$ cat src/io_decode_pkg.sv
// Constants and carrier types for the I/O window address decoder.
package io_decode_pkg;

	// ==========================================================================
	// Window placement
	localparam int          OFFSET_W     = 21;
	localparam logic [31:0] BASE_CODE00  = 32'hf000_0000;
	localparam logic [31:0] BASE_CODE01  = 32'hf040_0000;
	localparam logic [31:0] BASE_CODE10  = 32'hff80_0000;
	localparam logic [31:0] BASE_CODE11  = 32'hffc0_0000;
	localparam logic [1:0]  SPACE_RESET  = 2'h0;
	// Edges after reset release before the strap synchroniser output is trusted.
	localparam logic [1:0]  STRAP_SETTLE = 2'h2;

	// ==========================================================================
	// Region map inside the window
	localparam logic [7:0]  UNIT_FIRST_FREE = 8'h0d;
	localparam logic [11:0] MISC_POWER      = 12'h000;
	localparam logic [11:0] MISC_ERRLOG     = 12'h004;
	localparam logic [11:0] MISC_VERSION    = 12'h008;
	localparam logic [11:0] MISC_IORESET    = 12'h00c;
	localparam logic [11:0] MISC_ARBMASK    = 12'h010;
	localparam logic [11:0] CLK_CTL40       = 12'h000;
	localparam logic [11:0] CLK_CTL20       = 12'h004;
	localparam logic [11:0] CLK_AUD0        = 12'h008;
	localparam logic [11:0] CLK_AUD1        = 12'h00c;
	localparam logic [11:0] FLOP_RESET      = 12'h000;
	localparam logic [11:0] FLOP_CMDDATA    = 12'h004;
	localparam logic [11:0] FLOP_MAINSTAT   = 12'h008;
	localparam logic [11:0] FLOP_BUFDATA    = 12'h014;
	localparam logic [11:0] FLOP_BUFCTL     = 12'h018;
	localparam logic [11:0] FLOP_BUFSTAT    = 12'h01c;
	localparam logic [19:0] SER0_BASE       = 20'h0_4040;
	localparam logic [19:0] SER1_BASE       = 20'h0_4060;
	localparam logic [19:0] SER2_BASE       = 20'h0_5800;

	// One-hot unit selects; bit order follows the 4 KB region order.
	typedef enum logic [14:0] {
		UNIT_NONE    = 15'h0000,
		UNIT_EXTBUS  = 15'h0001,
		UNIT_INTR    = 15'h0002,
		UNIT_PPDMA   = 15'h0004,
		UNIT_PAR     = 15'h0008,
		UNIT_PPDRST  = 15'h0010,
		UNIT_AUDIO   = 15'h0020,
		UNIT_RS232   = 15'h0040,
		UNIT_SCSI    = 15'h0080,
		UNIT_LAN     = 15'h0100,
		UNIT_KBD     = 15'h0200,
		UNIT_RTC     = 15'h0400,
		UNIT_FLOPPY  = 15'h0800,
		UNIT_CLKCFG  = 15'h1000,
		UNIT_MISC    = 15'h2000,
		UNIT_UNASSGN = 15'h4000
	} unit_e;

	// ==========================================================================
	// Carriers
	typedef struct packed {
		logic        valid;
		logic        write;
		logic        fullWord;
		logic [31:0] addr;
	} bus_req_s;

	// Serial register select order: divisor low, divisor high, data, interrupt enable.
	typedef struct packed {
		logic [2:0][3:0] serial;
		logic [5:0]      floppy;
		logic [3:0]      clkCfg;
		logic [4:0]      misc;
	} reg_sel_s;

	typedef struct packed {
		logic                ack;
		logic                write;
		unit_e               unit;
		logic [OFFSET_W-1:0] offset;
		reg_sel_s            regSel;
	} claim_s;

	typedef struct packed {
		logic [1:0] strapMeta;
		logic [1:0] strapSync;
		logic [1:0] settle;
		logic       spaceValid;
		logic [1:0] space;
		claim_s     claim;
	} decode_state_s;

endpackage

$ cat src/io_address_decoder.sv
// Address decoder that claims the relocatable 2 MB I/O window and selects units.
`timescale 1ns/1ps

// How it works
// - Every access inside the 2 MB window at the chosen base is claimed.
// - The base is picked once after reset from four possible locations.
// - Unassigned offsets inside the window are still acknowledged.
// - Strap bits are captured on the third clock edge after reset releases and held until next reset.
// - Codes 00, 01, 10, 11 place the base at F0000000, F0400000, FF800000, FFC00000.
// - First 1 MB goes to the external bus; units get 4 KB regions; rest unassigned.
// - Misc region decodes power, error log, version, I/O reset, arbitration mask.
// - Clock region decodes four word registers at offsets 000 to 00C.
// - Serial offsets 0 and 1 pick divisor latch bytes when the access bit is set.
// - Floppy region decodes reset, command data, status and buffer registers.
// - Clock registers accept only full-word accesses at region-relative offsets.
module io_address_decoder
	import io_decode_pkg::*;
(
	// Clock and reset
	input  wire logic     clk,
	input  wire logic     resetn,
	// Strap pins: external 8-bit bus bits 1 and 0
	input  wire logic [1:0] strapPins,
	// System bus request
	input  wire bus_req_s   busReq,
	// Divisor latch access bits of the three serial register sets
	input  wire logic [2:0] divisorLatchAccess,
	// Decode results
	output claim_s          claim,
	output logic [1:0]      spaceCode,
	output logic            spaceValid
);

	// ==========================================================================
	// Decode helpers
	function automatic logic [31:0] windowBase(input logic [1:0] code);
		unique case (code)
			2'h0: windowBase = BASE_CODE00;
			2'h1: windowBase = BASE_CODE01;
			2'h2: windowBase = BASE_CODE10;
			default: windowBase = BASE_CODE11;
		endcase
	endfunction

	function automatic unit_e unitOf(input logic [OFFSET_W-1:0] off);
		unit_e u;
		u = UNIT_UNASSGN;
		if (!off[20]) begin
			u = UNIT_EXTBUS;
		end else if (off[19:12] < UNIT_FIRST_FREE) begin
			u = unit_e'(15'h0002 << off[15:12]);
		end
		return u;
	endfunction

	// Byte 0 and 1 of a serial set change meaning with the divisor latch bit.
	function automatic logic [3:0] serialSel(input logic [19:0] off,
	                                         input logic [19:0] base,
	                                         input logic        divisor_latch_access);
		logic [3:0] s;
		s = 4'h0;
		if (off == base) begin
			s = divisor_latch_access ? 4'h1 : 4'h4;
		end else if (off == base + 20'h1) begin
			s = divisor_latch_access ? 4'h2 : 4'h8;
		end
		return s;
	endfunction

	function automatic logic match(input logic [11:0] a, input logic [11:0] b);
		return a == b;
	endfunction

	// ==========================================================================
	// Register selects inside single regions
	// Each select is one bit per register word; any other offset in the region
	// selects nothing, so the unit sees an acknowledged access with no target.
	function automatic logic [4:0] miscSel(input logic [11:0] off);
		logic [4:0] s;
		s[0] = match(off, MISC_POWER);
		s[1] = match(off, MISC_ERRLOG);
		s[2] = match(off, MISC_VERSION);
		s[3] = match(off, MISC_IORESET);
		s[4] = match(off, MISC_ARBMASK);
		return s;
	endfunction

	// Only word offsets match; byte lanes of a word are not told apart here.
	function automatic logic [3:0] clkSel(input logic [11:0] off);
		logic [3:0] s;
		s[0] = match(off, CLK_CTL40);
		s[1] = match(off, CLK_CTL20);
		s[2] = match(off, CLK_AUD0);
		s[3] = match(off, CLK_AUD1);
		return s;
	endfunction

	// The gap between main status and the buffer words selects nothing.
	function automatic logic [5:0] floppySel(input logic [11:0] off);
		logic [5:0] s;
		s[0] = match(off, FLOP_RESET);
		s[1] = match(off, FLOP_CMDDATA);
		s[2] = match(off, FLOP_MAINSTAT);
		s[3] = match(off, FLOP_BUFDATA);
		s[4] = match(off, FLOP_BUFCTL);
		s[5] = match(off, FLOP_BUFSTAT);
		return s;
	endfunction

	// ==========================================================================
	// State
	decode_state_s state_reg;
	decode_state_s state_next;

	logic [OFFSET_W-1:0] reqOffset;
	logic                inWindow;
	unit_e               reqUnit;
	logic [11:0]         regOff;
	logic [31:0]         baseNow;

	// ==========================================================================
	// Window compare
	// The base only moves at reset, so the compare is a plain equality on the
	// upper address bits; the window is aligned to its own 2 MB size.
	assign baseNow   = windowBase(state_reg.space);
	assign reqOffset = busReq.addr[OFFSET_W-1:0];
	assign inWindow  = busReq.addr[31:OFFSET_W] == baseNow[31:OFFSET_W];
	assign reqUnit   = unitOf(reqOffset);
	assign regOff    = reqOffset[11:0];

	// ==========================================================================
	// Next state
	// All decoding lands in flops, so every claim output is one cycle behind
	// the request; this costs a cycle of latency but keeps outputs glitch free.
	always_comb begin
		state_next = state_reg;

		// Straps pass two flops before capture, since they come straight off pins.
		state_next.strapMeta = strapPins;
		state_next.strapSync = state_reg.strapMeta;
		if (!state_reg.spaceValid) begin
			// Capture happens once, in the cycles right after reset release.
			// The synchroniser must fill before its output means anything.
			if (state_reg.settle == STRAP_SETTLE) begin
				state_next.spaceValid = 1'b1;
				state_next.space      = state_reg.strapSync;
			end else begin
				state_next.settle = state_reg.settle + 2'h1;
			end
		end

		state_next.claim = '0;
		if (busReq.valid && state_reg.spaceValid && inWindow) begin
			// Unassigned offsets are acknowledged with no unit selected.
			state_next.claim.ack    = 1'b1;
			state_next.claim.write  = busReq.write;
			state_next.claim.offset = reqOffset;
			state_next.claim.unit   = (reqUnit == UNIT_UNASSGN) ? UNIT_NONE : reqUnit;
			unique case (reqUnit)
				UNIT_MISC: begin
					state_next.claim.regSel.misc = miscSel(regOff);
				end
				UNIT_CLKCFG: begin
					// Part-word accesses select nothing; the region still acks.
					if (busReq.fullWord) begin
						state_next.claim.regSel.clkCfg = clkSel(regOff);
					end
				end
				UNIT_FLOPPY: begin
					state_next.claim.regSel.floppy = floppySel(regOff);
				end
				UNIT_AUDIO: begin
					state_next.claim.regSel.serial[0] =
						serialSel(reqOffset[19:0], SER0_BASE, divisorLatchAccess[0]);
					state_next.claim.regSel.serial[1] =
						serialSel(reqOffset[19:0], SER1_BASE, divisorLatchAccess[1]);
				end
				UNIT_RS232: begin
					state_next.claim.regSel.serial[2] =
						serialSel(reqOffset[19:0], SER2_BASE, divisorLatchAccess[2]);
				end
				default: begin
				end
			endcase
		end
	end

	// ==========================================================================
	// Registers
	// Reset clears the latched code too; a new reset always re-reads the straps.
	always_ff @(posedge clk or negedge resetn) begin
		if (!resetn) begin
			state_reg       <= '0;
			state_reg.space <= SPACE_RESET;
		end else begin
			state_reg <= state_next;
		end
	end

	// ==========================================================================
	// Outputs
	assign claim      = state_reg.claim;
	assign spaceCode  = state_reg.space;
	assign spaceValid = state_reg.spaceValid;

endmodule

$ cat config.mk
export PLATFORM = sky130hd
export DESIGN_NAME = io_address_decoder
export DESIGN_NICKNAME = d
export VERILOG_FILES = /design/src/io_decode_pkg.sv /design/src/io_address_decoder.sv
export SDC_FILE = /design/constraint.sdc
export NUM_CORES = 1
export LEC_CHECK = 0
export ABC_AREA = 1
export ABC_CLOCK_PERIOD_IN_PS = 1550
export BUFFER_PORTS_ARGS = -buffer_cell sky130_fd_sc_hd__buf_2
export CORE_UTILIZATION = 29
export CTS_CLUSTER_SIZE = 16
export DETAILED_ROUTE_END_ITERATION = 7
export PLACE_DENSITY = 0.61
export SYNTH_ARGS = -nofsm -noshare
export SYNTH_HDL_FRONTEND = slang
export SYNTH_SLANG_ARGS = --single-unit
$ cat constraint.sdc
create_clock -name clk -period 1.55 [get_ports clk]
set_input_delay 0.31 -clock clk [delete_from_list [all_inputs] [get_ports clk]]
set_output_delay 0.31 -clock clk [all_outputs]
set_load 0.1 [all_outputs]
# [After elaboration in Yosys (flattened, before gate mapping)]
# Cells that the tools add are included.
[totals] ff_bits=74 inputBits=42 out_inout_bits=68 word_cells=74
[op_classes] addsub=1 order_cmp=1 eq_ne=23 shifts=1 mux=25 bitwise=2 n_reduce_logical=6
[op_table] op="20-bit by 15-bit equality test with 1-bit output, second input constant" n=6
[op_table] op="28-bit one-hot mux with 3 select lines" n=1
[op_table] op="65-bit two-way mux" n=1
[op_table] op="12-bit by 5-bit equality test with 1-bit output, second input constant" n=4
[op_table] op="4-bit two-way mux" n=12
[op_table] op="15-bit two-way mux" n=3
[op_table] op="12-bit by 4-bit equality test with 1-bit output, second input constant" n=2
[op_table] op="15-bit by 12-bit equality test with 1-bit output, second input constant" n=1
[op_table] op="15-bit by 13-bit equality test with 1-bit output, second input constant" n=1
[op_table] op="15-bit by 14-bit equality test with 1-bit output, second input constant" n=1
[op_table] op="15-bit equality test, second input constant" n=1
[op_table] op="15-bit by 6-bit equality test with 1-bit output, second input constant" n=1
[op_table] op="15-bit by 7-bit equality test with 1-bit output, second input constant" n=1
[op_table] op="3-bit two-way mux" n=5
[op_table] op="2-bit by 4-bit << shifter with 15-bit output, first input constant" n=1
[op_table] op="12-bit by 3-bit equality test with 1-bit output, second input constant" n=1
[op_table] op="12-bit logical NOT" n=1
[op_table] op="11-bit equality test" n=1
[op_table] op="8-bit by 4-bit < comparator with 1-bit output, second input constant" n=1
[op_table] op="8-bit two-way mux" n=1
[op_table] op="6-bit two-way mux" n=1
[op_table] op="5-bit two-way mux" n=1
[op_table] op="2-bit equality test, second input constant" n=2
[op_table] op="2-bit AND reduction" n=2
[op_table] op="other kinds (5)" n=7

# [Longest topological paths before layout]
# Gate-level depths: netlist of the first run.
[depth] depth_word=6 depth_mapped=10 mapped_depth_nobuf=9

# [Worst setup path before layout of the first run]
# No wires, ideal clock.
[synth_timing] kind="flip-flop to flip-flop" from="register state_reg, in the netlist spaceValid" to="register state_reg, in the netlist claim[20]" setup_ns=0.074 arrival_time_ns=1.864 required_time_ns=1.476 setup_slack_ns=-0.388 stages_incl_launch_ff=10 path_buffers=1 synth_period_minus_slack_ns=1.938 path_cell_list="dfrtp_1 -> inv_1 -> nor2_2 -> nand2_1 -> nor2_1 -> nand3_2 -> buf_6 -> nor2_1 -> nand2_1 -> nor2_1"
[synth_rtl] element="start: declaration" line_no="io_address_decoder.sv:112" rtl="decode_state_s state_reg;"
[synth_rtl] element="start signal: assignment" line_no="io_address_decoder.sv:196" rtl="state_reg <= state_next;"

# [Final worst setup path of the first run]
[layout_timing] from="register state_reg, in the netlist spaceValid" to="output spaceValid"
[layout_rtl] element="end: declaration" line_no="io_address_decoder.sv:31" rtl="output logic spaceValid"
# No word-level cell between the ends.

==> flow_summary.json, run 1 <==
{
  "outcome": "complete, but fails checks",
  "violations": "DRC",
  "final_util_pct": 36.0,
  "final_area_um2": 4140,
  "holdPathEnd": "state_next[70]$_DFF_PN0_",
  "syn_inst": 389,
  "pin_count": 110,
  "report.final.slew_viol_count": 0,
  "place_congestion": 0.801,
  "synth-async-reset-ratio_pct": 100,
  "initial_core_util_pct": 29.9,
  "die-width_um": 111,
  "r2r_end": "claim[29]$_DFF_PN0_",
  "die_area_um2": 12300,
  "grt_pass1_vias": 2478,
  "syn_area_um2": 3440,
  "grt_antenna_before_repair": 0,
  "yosys_most_used_dff": "dfrtp_1",
  "crit_buf_inv": 1,
  "first_iter_violations": 135,
  "worstPathRequired_ps": 1240,
  "path_max_fanout": 3,
  "insertion_delay_ps": 330,
  "clock_skew_ps": 6.04,
  "htree_num_levels": 3,
  "slowest_stage": "buf_2",
  "hold_path_depth": 1,
  "finalWorstPathRequiredPeriod_ps": 1470,
  "num_rows": 39,
  "io_buffers": 109,
  "p_sw_share_pct": 22.6,
  "yosysTopAreaCell": "dfrtp_1",
  "max_freq_ghz": 0.682,
  "cts_tree": "built",
  "p_per_area_nw_per_um2": 982,
  "avgViaCountPerCell": 4.15,
  "p_comb_share_pct": 6.6,
  "dp.cells": 579,
  "switchingPower_mw": 0.919,
  "setup_violations": 0,
  "nets": 496,
  "seq_power_share_pct": 47.9,
  "min_from": "strapPins[0]",
  "area_growth_pct": 20.2,
  "drc": 16,
  "ctsLongestPathBuffers": 2,
  "leakage_nw": 2.25,
  "reg2reg_depth": 8,
  "rsz0062_at_grt": "true",
  "synth_warnings": 0,
  "fp.dieH_um": 111,
  "vias": 2492,
  "antenna_cells": 0,
  "maxSlewHeadroom_pct": 64.6,
  "ys_seq_area_share_pct": 53.8,
  "grt_max_degree": 34,
  "period_share_pct": 94.6,
  "grt.total_usage_pct": 13.4,
  "r2r_slack_ps": 90,
  "peakVddDrop_v": 0.000330,
  "cts_root_buffer": "clkbuf_16",
  "cp_cell_sequence": "buf_2",
  "netlist_top_cells_area": "dfrtp_1, buf_4, nor2_1",
  "dpl_cell_area_um2": 3750,
  "worstPathArrival_ps": 1160,
  "end_kind": "primary output",
  "syn_area_per_cell_um2": 8.85,
  "worst_path_dominant_cell_family": "buffers and inverters",
  "p_clk_share_pct": 45.5,
  "yosysTopAreaCellShare_pct": 53.8,
  "synth.ff_latch_count": 74,
  "synth-edff-count": 0,
  "totalWireLength_mm": 7.76,
  "grt_pass1_wl_mm": 12.3,
  "critical_path_class": "reg -> out",
  "tightest_slew_ps": 535,
  "post_drt_wl_per_cell_um": 12.9,
  "core_um2": 11500,
  "overflow": 0,
  "clock_sink_count": 74,
  "ant_nets": 0,
  "hold_viol_final": 0,
  "cts_buffers": 9,
  "fin_cells": 601,
  "clk_pin_slew_ps": 60,
  "rr_startpoint": "spaceValid$_DFF_PN0_",
  "largest_reg_flops": 65,
  "hp-class": "in -> reg",
  "layout-drive-gt1-share_pct": 34.5,
  "drtPass1Iterations": 6,
  "synth_nets": 432,
  "ys_types": 24,
  "cap_viol_max_count": 0,
  "total_power_mw": 4.07,
  "critPathLaunchType": "flop",
  "max_stage_delay_ps": 420,
  "dp_hpwl_mm": 5.83,
  "internal_power_mw": 3.15
}
-- final cells by class --
type / instances / area (um2)
clock buffer: 13 / 250
tap: 143 / 179
timing repair buffer: 125 / 743
clock inverter: 3 / 15.0
multi-input combinational: 197 / 922
fill: 1201 / 7370
sequential: 74 / 1860
inverter: 46 / 176
-- per-stage QoR --
stage,hold WS [ps],setup WS [ps],setup TNS (ps)
final,82.5,83.4,0
after global placement,306,59.3,0
after detailed placement,306,-2.24,-2.24
after global routing,75.3,-27.1,-378
after CTS,63.7,9.93,0
after floorplan,14.4,4.26,0
-- cell families (layout without fill, tap and decap cells) --
group | Yosys count | in the layout | synth area share [%]
compound gates | 4 | 4 | 0.581
simple gates | 190 | 190 | 24.4
xor+xnor | 1 | 1 | 0.254
other cells | 1 | 1 | 0.109
flops | 74 | 74 | 53.8
fa+ha+maj | 1 | 1 | 0.363
buf+inv | 118 | 187 | 20.5
-- per-layer routing --
layer / wire, um / share of wire [%] / global-route usage (%)
met1: 3340 / 43 / 15.9
met2: 3630 / 47 / 21.1
met3: 628 / 8.1 / 5.25
met4: 165 / 2.1 / 6.30
met5: 0 / 0 / 0
-- power groups by stage --
stage / combinational (mW) / sequential, mW / clock [mW]
final: 0.267 / 1.95 / 1.85
after global routing: 0.304 / 1.95 / 2.01
after CTS: 0.269 / 1.95 / 1.94
after detailed placement: 0.267 / 1.98 / 0
after global placement: 0.258 / 1.98 / 0
after floorplan: 0.123 / 1.98 / 0
-- how the worst max path moves through the flow --
stage | start | endpoint | slack, ps | cells after the start
6_report | spaceValid$_DFF_PN0_ | spaceValid | 80 | 1
5_1_grt | spaceValid$_DFF_PN0_ | claim[32]$_DFF_PN0_ | -30 | 8
4_1_cts | spaceCode[0]$_DFFE_PN0P_ | claim[22]$_DFF_PN0_ | 10 | 10
3_5_place_dp | busReq[21] | claim[22]$_DFF_PN0_ | -2 | 11
3_3_place_gp | busReq[21] | claim[22]$_DFF_PN0_ | 60 | 11
2_1_floorplan | spaceValid$_DFF_PN0_ | claim[20]$_DFF_PN0_ | 4 | 9
-- worst register-to-register path, stage by stage (launching register included) --
cell,delay (ps)
dfrtp_4,400
inv_1,60
nor2_2,90
nand2_1,70
nor2_2,160
nand3_4,150
buf_4,180
clkbuf_16,170
nor2_1,110
-- synthesized netlist by cell type (2+ instances only) --
library cell	n
buf_4	68
clkbuf_1	3
nand2_1	44
nor2_4	3
dfrtp_1	74
nor2_1	97
nand4_1	13
nand3_2	3
nand2_2	2
a21oi_1	2
nand3_1	16
nor2_2	4
inv_1	44
nor3_1	6
-- cells in the final DEF, fill, tap and decap left out, types with 2 or more instances in the layout --
master / n
inv_1: 44
nand2_1: 44
clkbuf_1: 3
nand3_2: 2
buf_4: 11
nor2_4: 6
a21oi_1: 2
clkbuf_16: 11
buf_2: 108
dfrtp_1: 73
nand4_1: 13
nor3_1: 6
nor2_2: 6
clkinv_2: 3
buf_12: 3
nor2_1: 92
nand2_2: 2
nand3_1: 16
-- timing repair --
item | CTS | global route
resized for setup | 0 | 10
endpoints found under the hold margin | 31 | 0
hold buffers | 1 | 0
setup endpoints to repair | 0 | 9
setup buffers | 0 | 3
Note: power is estimated with default switching activity, not from simulation.
==> run 2, diff against run 1 <==
Settings changed: CELL_PAD_IN_SITES_DETAIL_PLACEMENT from default to 1, CELL_PAD_IN_SITES_GLOBAL_PLACEMENT from default to 1, CORE_MARGIN from default to 8, PLACE_DENSITY 0.61 to 0.76.
==> flow_summary.json, run 2 (synthesis results as in run 1) <==
{
  "hold_viol_final": 0,
  "totalWireLength_mm": 9.16,
  "worst_path_dominant_cell_family": "buffers and inverters",
  "nets": 497,
  "post_drt_wl_per_cell_um": 15.2,
  "r2r_end": "claim[20]$_DFF_PN0_",
  "place_congestion": 0.853,
  "grt_pass1_vias": 2821,
  "num_rows": 40,
  "peakVddDrop_v": 0.000338,
  "critPathLaunchType": "flop",
  "r2r_slack_ps": 120,
  "total_power_mw": 4.16,
  "setup_violations": 0,
  "core_um2": 11800,
  "grt_max_degree": 34,
  "path_max_fanout": 3,
  "internal_power_mw": 3.22,
  "final_util_pct": 35.1,
  "max_stage_delay_ps": 420,
  "area_growth_pct": 20.3,
  "pin_count": 110,
  "io_buffers": 109,
  "maxSlewHeadroom_pct": 65.8,
  "cts_tree": "built",
  "holdPathEnd": "state_next[71]$_DFF_PN0_",
  "antenna_cells": 0,
  "final_cell_mix": "buf_2, nor2_1, dfrtp_1",
  "tightest_slew_ps": 517,
  "end_kind": "primary output",
  "report.final.slew_viol_count": 0,
  "layout-drive-gt1-share_pct": 34.6,
  "seq_power_share_pct": 46.8,
  "drc": 0,
  "max_freq_ghz": 0.673,
  "ant_nets": 0,
  "rsz0062_at_grt": "true",
  "drtPass1Iterations": 4,
  "p_per_area_nw_per_um2": 1000,
  "critical_path_class": "reg -> out",
  "slowest_stage": "buf_2",
  "vias": 2544,
  "period_share_pct": 95.9,
  "hold_path_depth": 1,
  "clock_sink_count": 74,
  "overflow": 0,
  "reg2reg_depth": 10,
  "cp_cell_sequence": "buf_2",
  "htree_num_levels": 3,
  "worstPathArrival_ps": 1180,
  "initial_core_util_pct": 29.2,
  "first_iter_violations": 141,
  "grt.total_usage_pct": 11.9,
  "cts_root_buffer": "clkbuf_16",
  "min_from": "strapPins[1]",
  "insertion_delay_ps": 340,
  "mostFrequentLayoutCell": "buf_2",
  "crit_buf_inv": 1,
  "multi_input_area_um2": 920,
  "p_sw_share_pct": 22.6,
  "fp.dieH_um": 125,
  "grt_pass1_wl_mm": 14.6,
  "worstPathRequired_ps": 1240,
  "p_comb_share_pct": 6.6,
  "hold_slack_ps": 77.9,
  "cap_viol_max_count": 0,
  "switchingPower_mw": 0.940,
  "leakage_nw": 2.26,
  "die_area_um2": 15600,
  "dp_hpwl_mm": 7.11,
  "avgViaCountPerCell": 4.22,
  "die-width_um": 125,
  "rr_startpoint": "spaceCode[0]$_DFFE_PN0P_",
  "largest_reg_flops": 65,
  "hp-class": "in -> reg",
  "fillCellCount": 1421,
  "p_clk_share_pct": 46.6,
  "finalWorstPathRequiredPeriod_ps": 1490,
  "clk_pin_slew_ps": 60,
  "area.sequential_um2": 1860,
  "grt_antenna_before_repair": 1,
  "outcome": "finished clean",
  "ctsLongestPathBuffers": 2,
  "cts_buffers": 9,
  "clock_skew_ps": 7.32
}
-- run 2: cell type report --
type / instances / area share [%]
sequential: 74 / 44.8
multi-input combinational: 197 / 22.2
timing repair buffer: 126 / 17.9
clock buffer: 13 / 6.52
tap: 147 / 4.44
inverter: 46 / 4.17
-- run 2: worst max-delay path by stage --
stage | from | depth (start not counted) | slack, ps | end
global placement | busReq[3] | 8 | 20 | claim[23]$_DFF_PN0_
CTS | spaceValid$_DFF_PN0_ | 9 | 5 | claim[20]$_DFF_PN0_
global route | spaceCode[0]$_DFFE_PN0P_ | 10 | -6 | claim[20]$_DFF_PN0_
floorplan | spaceValid$_DFF_PN0_ | 9 | 4 | claim[20]$_DFF_PN0_
finish | spaceValid$_DFF_PN0_ | 1 | 60 | spaceValid
detailed placement | busReq[21] | 11 | -30 | claim[20]$_DFF_PN0_
-- run 2: routing by layer --
layer	up-vias	GRT usage, %	routed length, um
li1	1246	-	-
met1	1203	12.8	3760
met2	75	19.4	4470
met3	18	5.18	708
met4	2	6.73	216
met5	-	0	12
-- run 2: power groups by stage --
stage               Clock, mW  Combinational (mW)  Sequential [mW]
global route             2.08               0.307             1.95
detailed placement          0               0.271             1.98
finish                   1.93               0.275             1.95
floorplan                   0               0.123             1.98
global placement            0               0.257             1.98
CTS                      2.01               0.275             1.95
-- run 2: what timing repair did --
item | CTS | global route
hold endpoints to repair | 21 | 0
buffers inserted | 0 | 2
setup endpoints to repair | 0 | 22
resized for setup | 0 | 11
hold buffers | 1 | 0
-- run 2: metrics by stage --
step	TNS, ps	cells	area [um2]	setup WS [ps]
CTS	0	599	4040	4.93
global route	-5.82	603	4140	-5.82
detailed placement	-73.1	585	3760	-26.2
floorplan	0	389	3450	4.26
global placement	0	585	3760	20.9
finish	0	603	4140	63.9
